==> src/eemc_pkg.sv <==
// Purpose: Shared constants and types for the emulated data image controller
// Assumes: 8-bit special function register port, 32-byte image
// Notes:   Offsets are the register addresses on the special function bus
package eemc_pkg;
   // ----------------------------------------------------------------
   // Register map
   // ----------------------------------------------------------------
   localparam logic [7:0] EEMC_ADDR_POINTER = 8'hB6;
   localparam logic [7:0] EEMC_ADDR_WINDOW  = 8'hD1;
   localparam logic [7:0] EEMC_ADDR_CONTROL = 8'hC5;
   localparam logic [7:0] EEMC_ADDR_KEY     = 8'hC6;

   // ----------------------------------------------------------------
   // Field positions and values
   // ----------------------------------------------------------------
   localparam int         EEMC_BIT_ENABLE   = 7;
   localparam int         EEMC_BIT_LOAD     = 2;
   localparam int         EEMC_BIT_STORE    = 1;
   localparam int         EEMC_BIT_AUTOSTEP = 0;
   localparam logic [7:0] EEMC_CONTROL_RST  = 8'h01;
   localparam logic [7:0] EEMC_KEY_RST      = 8'h00;
   localparam logic [7:0] EEMC_KEY_FIRST    = 8'h55;
   localparam logic [7:0] EEMC_KEY_SECOND   = 8'hAA;
   localparam logic [4:0] EEMC_POINTER_RST  = 5'h00;
   localparam logic [7:0] EEMC_WINDOW_RST   = 8'hFF;
   localparam logic [2:0] EEMC_RSVD_READ    = 3'h0;

   // Protection state codes as software reads them
   localparam logic [1:0] EEMC_PS_IDLE   = 2'h0;
   localparam logic [1:0] EEMC_PS_FIRST  = 2'h1;
   localparam logic [1:0] EEMC_PS_OPEN   = 2'h2;
   localparam logic [1:0] EEMC_PS_LOCKED = 2'h3;

   // Copy sequencer states
   typedef enum logic [1:0] {
      EEMC_IDLE,
      EEMC_LOAD,
      EEMC_STORE
   } eemc_copy_t;

   // Register bus request
   typedef struct packed {
      logic       wr;
      logic       rd;
      logic [7:0] addr;
      logic [7:0] wdata;
   } eemc_req_t;
endpackage : eemc_pkg

==> src/eemc_mem.sv <==
// Purpose: Small byte memory with registered read data
// Assumes: One write port and one read port on the same clock
// Notes:   Contents are not cleared by reset
`timescale 1ns/1ps
module eemc_mem #(
   parameter int DEPTH = 32,
   parameter int AW    = 5
) (
   input  wire logic          mclk_in,
   input  wire logic          we_in,
   input  wire logic [AW-1:0] waddr_in,
   input  wire logic [7:0]    wdata_in,
   input  wire logic [AW-1:0] raddr_in,
   output logic      [7:0]    rdata_out
);
   logic [7:0] mem_ff [DEPTH];

   // ----------------------------------------------------------------
   // Storage
   // ----------------------------------------------------------------
   // Write port
   always_ff @(posedge mclk_in) begin
      if (we_in) begin
         mem_ff[waddr_in] <= wdata_in;
      end
   end

   // Registered read, one cycle latency
   always_ff @(posedge mclk_in) begin
      rdata_out <= mem_ff[raddr_in];
   end
endmodule : eemc_mem

==> src/eemc_top.sv <==
// Purpose: Control, pointer and write protection of an emulated data image
// Assumes: CPU register port on mclk_in; non-volatile array is modelled
//          by a second eemc_mem; one byte copied per two cycles
// Notes:   Read data appears two cycles after the read strobe (port is a flop)
`timescale 1ns/1ps
// Functional notes
// RULE1 - Image access only while enable bit set
// RULE2 - Control bits 6:4 and 3 read zero
// RULE3 - Load bit copies all bytes into RAM
// RULE4 - Store bit programs all bytes when unlocked
// RULE5 - Software writes key 55 then AA
// RULE6 - Key bits 1:0 report protection state
// RULE7 - Pointer steps after window access, wraps
// RULE8 - One store relocks writes again
// RULE9 - Bad key or unarmed store locks forever; here reset clears the lock
// RULE10 - Window reads and writes byte at pointer
// RULE11 - Command bits self clear after copy
module eemc_top #(
   parameter int DEPTH = 32,
   parameter int AW    = 5
) (
   input  wire logic                mclk_in,
   input  wire logic                rst_in,
   input  wire eemc_pkg::eemc_req_t req_in,
   output logic      [7:0]          rdata_out,
   output logic                     busy_out
);
   // ----------------------------------------------------------------
   // State
   // ----------------------------------------------------------------
   logic                 enable_ff;
   logic                 autostep_ff;
   logic [AW-1:0]        pointer_ff;
   logic [1:0]           protect_state_ff;
   eemc_pkg::eemc_copy_t copy_ff;
   logic [AW-1:0]        cnt_ff;
   logic                 phase_ff;
   logic                 wr_ctl;
   logic                 wr_key;
   logic                 win_acc;
   logic                 ram_we;
   logic [AW-1:0]        ram_waddr;
   logic [7:0]           ram_wdata;
   logic [AW-1:0]        ram_raddr;
   logic [7:0]           ram_rdata;
   logic                 nv_we;
   logic [7:0]           nv_rdata;
   logic                 last_byte;

   assign wr_ctl    = req_in.wr && (req_in.addr == eemc_pkg::EEMC_ADDR_CONTROL);
   assign wr_key    = req_in.wr && (req_in.addr == eemc_pkg::EEMC_ADDR_KEY);
   // Window is dead while disabled or while a copy owns the RAM
   assign win_acc   = enable_ff && (copy_ff == eemc_pkg::EEMC_IDLE) &&
                      (req_in.addr == eemc_pkg::EEMC_ADDR_WINDOW) &&
                      (req_in.wr || req_in.rd); // [RULE1]
   assign last_byte = (cnt_ff == AW'(DEPTH - 1));

   // ----------------------------------------------------------------
   // Memories
   // ----------------------------------------------------------------
   // RAM write mux: CPU window or load copy
   always_comb begin
      ram_we    = 1'b0;
      ram_waddr = pointer_ff;
      ram_wdata = req_in.wdata;
      if (copy_ff == eemc_pkg::EEMC_LOAD) begin
         ram_we    = phase_ff; // [RULE3]
         ram_waddr = cnt_ff;
         ram_wdata = nv_rdata;
      end else if (win_acc && req_in.wr) begin
         ram_we = 1'b1; // [RULE10]
      end
   end

   assign ram_raddr = (copy_ff == eemc_pkg::EEMC_STORE) ? cnt_ff : pointer_ff;
   assign nv_we     = (copy_ff == eemc_pkg::EEMC_STORE) && phase_ff; // [RULE4]

   eemc_mem #(.DEPTH(DEPTH), .AW(AW)) u_ram (
      .mclk_in   (mclk_in),
      .we_in     (ram_we),
      .waddr_in  (ram_waddr),
      .wdata_in  (ram_wdata),
      .raddr_in  (ram_raddr),
      .rdata_out (ram_rdata)
   );

   eemc_mem #(.DEPTH(DEPTH), .AW(AW)) u_nv (
      .mclk_in   (mclk_in),
      .we_in     (nv_we),
      .waddr_in  (cnt_ff),
      .wdata_in  (ram_rdata),
      .raddr_in  (cnt_ff),
      .rdata_out (nv_rdata)
   );

   // ----------------------------------------------------------------
   // Control register
   // ----------------------------------------------------------------
   // Enable and autostep; commands live in the copy sequencer
   always_ff @(posedge mclk_in) begin
      if (rst_in) begin
         enable_ff   <= eemc_pkg::EEMC_CONTROL_RST[eemc_pkg::EEMC_BIT_ENABLE];
         autostep_ff <= eemc_pkg::EEMC_CONTROL_RST[eemc_pkg::EEMC_BIT_AUTOSTEP];
      end else if (wr_ctl) begin
         enable_ff   <= req_in.wdata[eemc_pkg::EEMC_BIT_ENABLE];
         autostep_ff <= req_in.wdata[eemc_pkg::EEMC_BIT_AUTOSTEP];
      end
   end

   // ----------------------------------------------------------------
   // Byte pointer
   // ----------------------------------------------------------------
   // Natural wrap of the 5-bit counter brings top address back to 0
   always_ff @(posedge mclk_in) begin
      if (rst_in) begin
         pointer_ff <= eemc_pkg::EEMC_POINTER_RST;
      end else if (req_in.wr && req_in.addr == eemc_pkg::EEMC_ADDR_POINTER) begin
         pointer_ff <= req_in.wdata[AW-1:0];
      end else if (win_acc && autostep_ff) begin
         pointer_ff <= pointer_ff + AW'(1); // [RULE7]
      end
   end

   // ----------------------------------------------------------------
   // Copy sequencer
   // ----------------------------------------------------------------
   // Two cycles per byte: address, then move registered data
   always_ff @(posedge mclk_in) begin
      if (rst_in) begin
         copy_ff  <= eemc_pkg::EEMC_IDLE;
         cnt_ff   <= '0;
         phase_ff <= 1'b0;
      end else begin
         unique case (copy_ff)
            eemc_pkg::EEMC_IDLE: begin
               cnt_ff   <= '0;
               phase_ff <= 1'b0;
               if (wr_ctl && req_in.wdata[eemc_pkg::EEMC_BIT_ENABLE]) begin
                  if (req_in.wdata[eemc_pkg::EEMC_BIT_LOAD]) begin
                     copy_ff <= eemc_pkg::EEMC_LOAD; // [RULE3] [RULE1]
                  end else if (req_in.wdata[eemc_pkg::EEMC_BIT_STORE] &&
                               protect_state_ff == eemc_pkg::EEMC_PS_OPEN) begin
                     copy_ff <= eemc_pkg::EEMC_STORE; // [RULE4]
                  end
               end
            end
            eemc_pkg::EEMC_LOAD,
            eemc_pkg::EEMC_STORE: begin
               phase_ff <= ~phase_ff;
               if (phase_ff) begin
                  cnt_ff <= cnt_ff + AW'(1);
                  if (last_byte) begin
                     copy_ff <= eemc_pkg::EEMC_IDLE; // [RULE11]
                  end
               end
            end
         endcase
      end
   end

   // ----------------------------------------------------------------
   // Write protection
   // ----------------------------------------------------------------
   // Locked is terminal; only reset leaves it
   always_ff @(posedge mclk_in) begin
      if (rst_in) begin
         protect_state_ff <= eemc_pkg::EEMC_KEY_RST[1:0];
      end else if (protect_state_ff != eemc_pkg::EEMC_PS_LOCKED) begin
         if (wr_ctl && req_in.wdata[eemc_pkg::EEMC_BIT_STORE] &&
             req_in.wdata[eemc_pkg::EEMC_BIT_ENABLE] &&
             !req_in.wdata[eemc_pkg::EEMC_BIT_LOAD] &&
             copy_ff == eemc_pkg::EEMC_IDLE) begin
            if (protect_state_ff == eemc_pkg::EEMC_PS_OPEN) begin
               protect_state_ff <= eemc_pkg::EEMC_PS_IDLE; // [RULE8]
            end else begin
               protect_state_ff <= eemc_pkg::EEMC_PS_LOCKED; // [RULE9]
            end
         end else if (wr_key) begin
            unique case (protect_state_ff)
               eemc_pkg::EEMC_PS_IDLE:
                  protect_state_ff <= (req_in.wdata == eemc_pkg::EEMC_KEY_FIRST) ?
                     eemc_pkg::EEMC_PS_FIRST : eemc_pkg::EEMC_PS_LOCKED; // [RULE5] [RULE9]
               eemc_pkg::EEMC_PS_FIRST:
                  protect_state_ff <= (req_in.wdata == eemc_pkg::EEMC_KEY_SECOND) ?
                     eemc_pkg::EEMC_PS_OPEN : eemc_pkg::EEMC_PS_LOCKED; // [RULE5] [RULE9]
               default:
                  protect_state_ff <= eemc_pkg::EEMC_PS_LOCKED; // [RULE9]
            endcase
         end
      end
   end

   // ----------------------------------------------------------------
   // Read data and busy
   // ----------------------------------------------------------------
   // Source select stage; window data comes from the RAM's own register
   logic       rd_win_ff;
   logic [7:0] rd_reg_ff;

   always_ff @(posedge mclk_in) begin
      if (rst_in) begin
         rd_win_ff <= 1'b0;
         rd_reg_ff <= 8'h00;
      end else begin
         rd_win_ff <= req_in.rd && win_acc; // [RULE10]
         unique case (req_in.addr)
            eemc_pkg::EEMC_ADDR_CONTROL:
               rd_reg_ff <= {enable_ff, eemc_pkg::EEMC_RSVD_READ, 1'b0,
                             copy_ff == eemc_pkg::EEMC_LOAD,
                             copy_ff == eemc_pkg::EEMC_STORE,
                             autostep_ff}; // [RULE2] [RULE11]
            eemc_pkg::EEMC_ADDR_KEY:
               rd_reg_ff <= {6'h00, protect_state_ff}; // [RULE6]
            eemc_pkg::EEMC_ADDR_POINTER:
               rd_reg_ff <= {3'h0, pointer_ff};
            default:
               rd_reg_ff <= 8'h00;
         endcase
      end
   end

   // Port driven from a flop; costs one cycle of read latency
   always_ff @(posedge mclk_in) begin
      if (rst_in) begin
         rdata_out <= 8'h00;
      end else begin
         rdata_out <= rd_win_ff ? ram_rdata : rd_reg_ff; // [RULE10]
      end
   end

   // Busy flag mirrors the sequencer
   always_ff @(posedge mclk_in) begin
      if (rst_in) begin
         busy_out <= 1'b0;
      end else begin
         busy_out <= (copy_ff != eemc_pkg::EEMC_IDLE);
      end
   end
endmodule : eemc_top
==> config.mk <==
export PLATFORM = sky130hd
export DESIGN_NAME = eemc_top
export DESIGN_NICKNAME = d
export VERILOG_FILES = /design/src/eemc_pkg.sv /design/src/eemc_mem.sv /design/src/eemc_top.sv
export SDC_FILE = /design/constraint.sdc
export NUM_CORES = 1
export LEC_CHECK = 0
export BUFFER_PORTS_ARGS = -buffer_cell sky130_fd_sc_hd__buf_2
export CORE_ASPECT_RATIO = 1.5
export CORE_UTILIZATION = 42
export DETAILED_ROUTE_END_ITERATION = 6
export GPL_TIMING_DRIVEN = 0
export PLACE_DENSITY = 0.59
export SYNTH_ARGS = -nofsm -noshare
export SYNTH_HDL_FRONTEND = slang
export SYNTH_HIERARCHICAL = 1
export SYNTH_SLANG_ARGS = --single-unit
==> constraint.sdc <==
create_clock -name mclk_in -period 5.2 [get_ports mclk_in]
set_input_delay 0.26 -clock mclk_in [delete_from_list [all_inputs] [get_ports mclk_in]]
set_output_delay 0.26 -clock mclk_in [all_outputs]
set_load 0.02 [all_outputs]
# After elaboration in Yosys (flattened, before gate mapping)
# Memory sizes are Yosys's and may differ from the RTL's. A register that Yosys moved wholly into a read port is not among the register bits.
# Cells that the tools add are included.
[op_classes]
addsub = 2
n_eq_ne = 16
n_mux = 28
bitwise_logic = 1
reduce_logical = 26
[ops]
columns = ["cell", "count"]
rows = [
  ["$eq A8 B8 Y1 const B", 5],
  ["$mux W5", 5],
  ["$pmux W8 S3", 1],
  ["$mux W2", 9],
  ["$logic_and A1 B1 Y1", 16],
  ["$mux W8", 2],
  ["$add A5 B1 Y5 const B", 2],
  ["$pmux W5 S2", 1],
  ["$eq A8 B7 Y1 const B", 1],
  ["$pmux W2 S2", 2],
  ["$mux W1", 7],
  ["$ne A2 B2 Y1 const B", 3],
  ["$reduce_bool A2 Y1", 3],
  ["$eq A5 B5 Y1 const B", 1],
  ["$eq A2 B1 Y1 const B", 2],
  ["$eq A2 B2 Y1 const B", 2],
  ["$logic_not A2 Y1", 2],
  ["$reduce_and A4 Y1", 1],
  ["$ne A3 B2 Y1 const B", 1],
  ["$ne A2 B1 Y1 const B", 1],
  ["$pmux W1 S2", 1],
  ["$reduce_and A2 Y1", 1],
  ["$reduce_or A2 Y1", 1],
  ["$logic_not A1 Y1", 1],
  ["2 further kinds", 2],
]
[totals]
reg_bits = 35
mem_bits_rw = 512
in_bits = 20
out_inout_bits = 9
wordCells = 86
n_memories = 2
[memory_table]
columns = ["name", "depth", "width", "read_ports", "rd_ports_with_merged_regs", "wr", "line", "rtl"]
rows = [
  ["u_nv.mem_ff", 32, 8, 1, 1, 1, "eemc_mem.sv:16", "logic [7:0] mem_ff [DEPTH];"],
  ["u_ram.mem_ff", 32, 8, 1, 1, 1, "eemc_mem.sv:16", ""],
]

# Depth between registers and ports, before layout
[depth]
ltp_word = 9
ltp_mapped = 10

# By module
# Netlist, hierarchy kept.
[by_module_without_submodules]
columns = ["module", "n_inst", "cells_each", "area_each_um2", "seq_area_each_um2"]
rows = [
  ["eemc_mem", 2, 417, 10053.4, 7847.5],
  ["eemc_top", 1, 200, 1859.3, 660.6],
]

# Worst setup path after synthesis
# OpenSTA, ideal clock, no wires.
[synth_path]
path_kind = "flip-flop to flip-flop"
startpoint = "register copy_ff[1]"
endpoint = "memory u_ram.mem_ff[12][0] (enable)"
arrival_ns = 2.515
slack_ns = 2.315
stages_incl_launch_ff = 9
path_buffers = 3
synth_period_minus_slack_ns = 2.885
cell_sequence = "dfxtp_1 -> inv_1 -> ha_1 -> clkbuf_1 -> clkbuf_1 -> mux2_2 -> or3b_2 -> clkbuf_1 -> nor2_1"
[synth_via]
elab_cells_between_ends = 11
cone_classes = "eq/ne: 1; mux: 5; reduce/logical: 5"
[synth_rtl]
columns = ["item", "line", "rtl"]
rows = [
  ["from (decl)", "eemc_top.sv:35", "eemc_pkg::eemc_copy_t copy_ff;"],
  ["from (signal assigned)", "eemc_top.sv:130", "copy_ff <= eemc_pkg::EEMC_IDLE;"],
  ["from (signal assigned)", "eemc_top.sv:140", "copy_ff <= eemc_pkg::EEMC_LOAD;"],
  ["from (signal assigned)", "eemc_top.sv:143", "copy_ff <= eemc_pkg::EEMC_STORE;"],
  ["$eq A2 B1 Y1", "eemc_top.sv:66", "if (copy_ff == eemc_pkg::EEMC_LOAD) begin"],
  ["$mux W5", "eemc_top.sv:66", ""],
  ["named net ram_waddr[1]", "eemc_top.sv:42", "logic [AW-1:0] ram_waddr;"],
  ["to (decl)", "eemc_mem.sv:16", ""],
]
# The timed path passes the listed nets, and every way through them passes these cells.

# Worst setup path in the final report
[layout_path]
startpoint = "register copy_ff[1]"
endpoint = "memory u_ram.mem_ff[0][5] (enable)"
# Same word-level chain as after synthesis.

==> flow_summary.ini <==
[worst_setup_path]
end_kind = flip-flop
cp-start-kind = flip-flop
cp_data_required_time_ns = 5.39
crit_fanout = 10
crit_type = reg -> reg
reg2reg_depth = 8
critical_path_arrival_ns = 3.99

[clock_tree]
cts_buffers = 51
cts_resized = 0
cts-root-buf = clkbuf_16
htreeDepth = 2
cts_tree = done
clock_sinks = 561
clkSlewWorstSetupHoldPaths_ns = 0.07
insertion_delay_ns = 0.58
clock_path_buffers = 3

[sta]
fin_hold_ws_ns = 0.0409
finalHoldViolCount = 0
period_needed_ns = 3.80
finClkSkew_ns = 0.0160
slew_violations = 0
rsz0062_at_grt = false
slew_headroom_pct = 10.8
fin_crit_sh_pct = 73.1
fin_tns_setup_ns = 0
tightest_slew_ns = 1.32
fmax_mhz = 263
setup_viol = 0

[yosys]
synth_area_leaders = edfxtp_1 70%, mux4_2 16%, dfxtp_1 4.5%, mux2_2 1.6%, nor2_1 1.4%
synth-seq-area-share_pct = 74.5
ys.flop_type = edfxtp_1
synth_top_area_cell = edfxtp_1
synth_commonest_cells = 512 x edfxtp_1, 160 x mux4_2, 83 x nor2_1, 49 x dfxtp_1, 31 x mux2_2
synth_area_um2 = 22000
async_reset_ff_share_pct = 0
synthesis.nets = 1060
yosysMostFrequentCell = edfxtp_1
synth_enable_flop_cells = 512
yosysUniqueCellTypes = 49
synth_seq_cells = 561
syn_inst = 1034
ys_warn_count = 6
syn_avg_cell_area_um2 = 21.2
synth_top_area_share_pct = 70.0

[pwr]
sw_frac_of_total_pct = 19.2
p_per_area_nw_per_um2 = 348
p_comb_share_pct = 0.9
p_total_mw = 8.57
clkPwrFrac_pct = 42.1
p_int_mw = 6.93
p_sw_mw = 1.64
p_seq_share_pct = 57.0
ir_worst_vdd_mv = 0.286
p_leak_nw = 7.40

[cells_and_area]
n_antenna_cell = 0
area_growth_pct = 12.0
fillers = 4248
fin_nets = 1143
fin_area_um2 = 24600
drive_gt1_share_pct = 28.5

[routing]
drcViolationCount = 0
wire_per_inst_um = 26.0
dr.pass1.iters = 4
wirelength_um = 47700
drtIter0Drc = 781
viasPerCell = 5.62
ant_nets = 0
num_vias = 10283

[global_route]
grt_pass1_wl_um = 71500
antenna_found_initial = 0
grt_usage_pct = 18.5
grt_pass1_vias = 10920
grt.overflow.total = 0
grt_max_degree = 34

[floorplan]
rows = 102
io_pins = 29
initial_core_util_pct = 42.5
die_width_um = 189
die-area_um2 = 53200
die_h_um = 282
core_um2 = 51700

[worst_hold_path]
hold_depth = 3
min_path_type = in -> reg

[run]
cap_violations = 0

[run_status]
status = finished clean

[placement]
portBuffers = 26
hpwl_um = 32400
gp_congestion = 0.834
place_area_um2 = 23000
==> metrics by stage <==
step           setup slack (ns)  util, %  std cells
2_1_floorplan              2.31        -       1034
3_3_place_gp              0.573     44.4       1736
3_5_place_dp               1.43     44.5       1738
4_1_cts                    1.41     47.6       1831
5_1_grt                    1.26     47.6       1831
6_report                   1.40     47.6       1831
==> timing repair <==
action                    in CTS  in global routing
hold buffers                   2                  0
hold endpoints to repair       3                  0
setup buffers                  0                  0
==> layout by cell type (no fill, tap or decap), types with 13 or more instances in the layout <==
cell       Yosys  final
nor2_1        83     83
edfxtp_1     512    512
mux2_2        31     31
clkinv_1       0     13
buf_2          4     30
mux4_2       160    160
clkbuf_1      20     27
dfxtp_1       49     48
nand3_1       13     13
nand2_1       15     15
clkbuf_16      0     52
==> cell type report <==
type                    count  area, um^2  share of cell area (%)
plain buffers              52         275                    1.12
clock buffers              59        1330                    5.39
clock inverters            32         259                    1.05
inverters                  10        37.5                   0.153
multi-input cells         411        5310                    21.6
flip-flops and latches    561       16400                    66.5
well taps                 676         846                    3.44
repair buffers             30         205                   0.834
==> power groups by stage <==
stage / combinational (mW) / sequential (mW) / clock [mW]
global placement: 0.0701 / 4.98 / 0
floorplan: 0.0343 / 4.98 / 0
CTS: 0.0805 / 4.88 / 3.69
global route: 0.0857 / 4.88 / 3.83
detailed placement: 0.0792 / 4.98 / 0
finish: 0.0794 / 4.88 / 3.60
==> sequential cells by signal, summed over array words and instances (netlist names) <==
name	count
u_ram/mem_ff	256
rdata_out	8
u_nv/rdata_out	8
protect_state_ff	2
cnt_ff	5
busy_out	1
u_nv/mem_ff	256
copy_ff	2
rd_win_ff	1
phase_ff	1
enable_ff	1
pointer_ff	5
u_ram/rdata_out	8
autostep_ff	1
rd_reg_ff	6
==> metal layers <==
| layer | GRT usage [%] | vias up | share of wire [%] |
|---|---|---|---|
| met5 | 0 | - | 0 |
| met4 | 6.91 | 0 | 3.2 |
| met3 | 2.06 | 74 | 3.2 |
| met2 | 35.5 | 209 | 56 |
| met1 | 21.0 | 5541 | 37 |
| li1 | - | 4459 | - |
==> critical path: stages (launching register included) <==
cell	delay, ns
dfxtp_1	0.33
inv_1	0.08
ha_1	0.14
clkbuf_1	0.42
clkbuf_1	0.44
mux2_2	0.43
or3b_2	0.46
clkbuf_1	0.33
nor2_1	0.80
==> path summary, 6_finish.rpt <==
check | startpoint | endpoint | slack, ns
max | copy_ff[1] | u_ram/mem_ff[0][5] | 1.40
min | req_in[1] | pointer_ff[1] | 0.04
min reg2reg | rd_reg_ff[3] | rdata_out[3] | 0.47
max reg2reg | copy_ff[1] | u_ram/mem_ff[0][5] | 1.40
==> kinds of logic after synthesis <==
logic type / after synthesis / share of synthesized area (%)
DFF: 561 / 74.5
muxes: 202 / 18.5
and+or+nand+nor: 169 / 4.03
buffers and inverters: 62 / 1.42
AOI/OAI and AO/OA: 31 / 1.13
adders and majority gates: 6 / 0.342
xor gates and xnor gates: 3 / 0.120
Note: power is estimated with default switching activity, not from simulation.
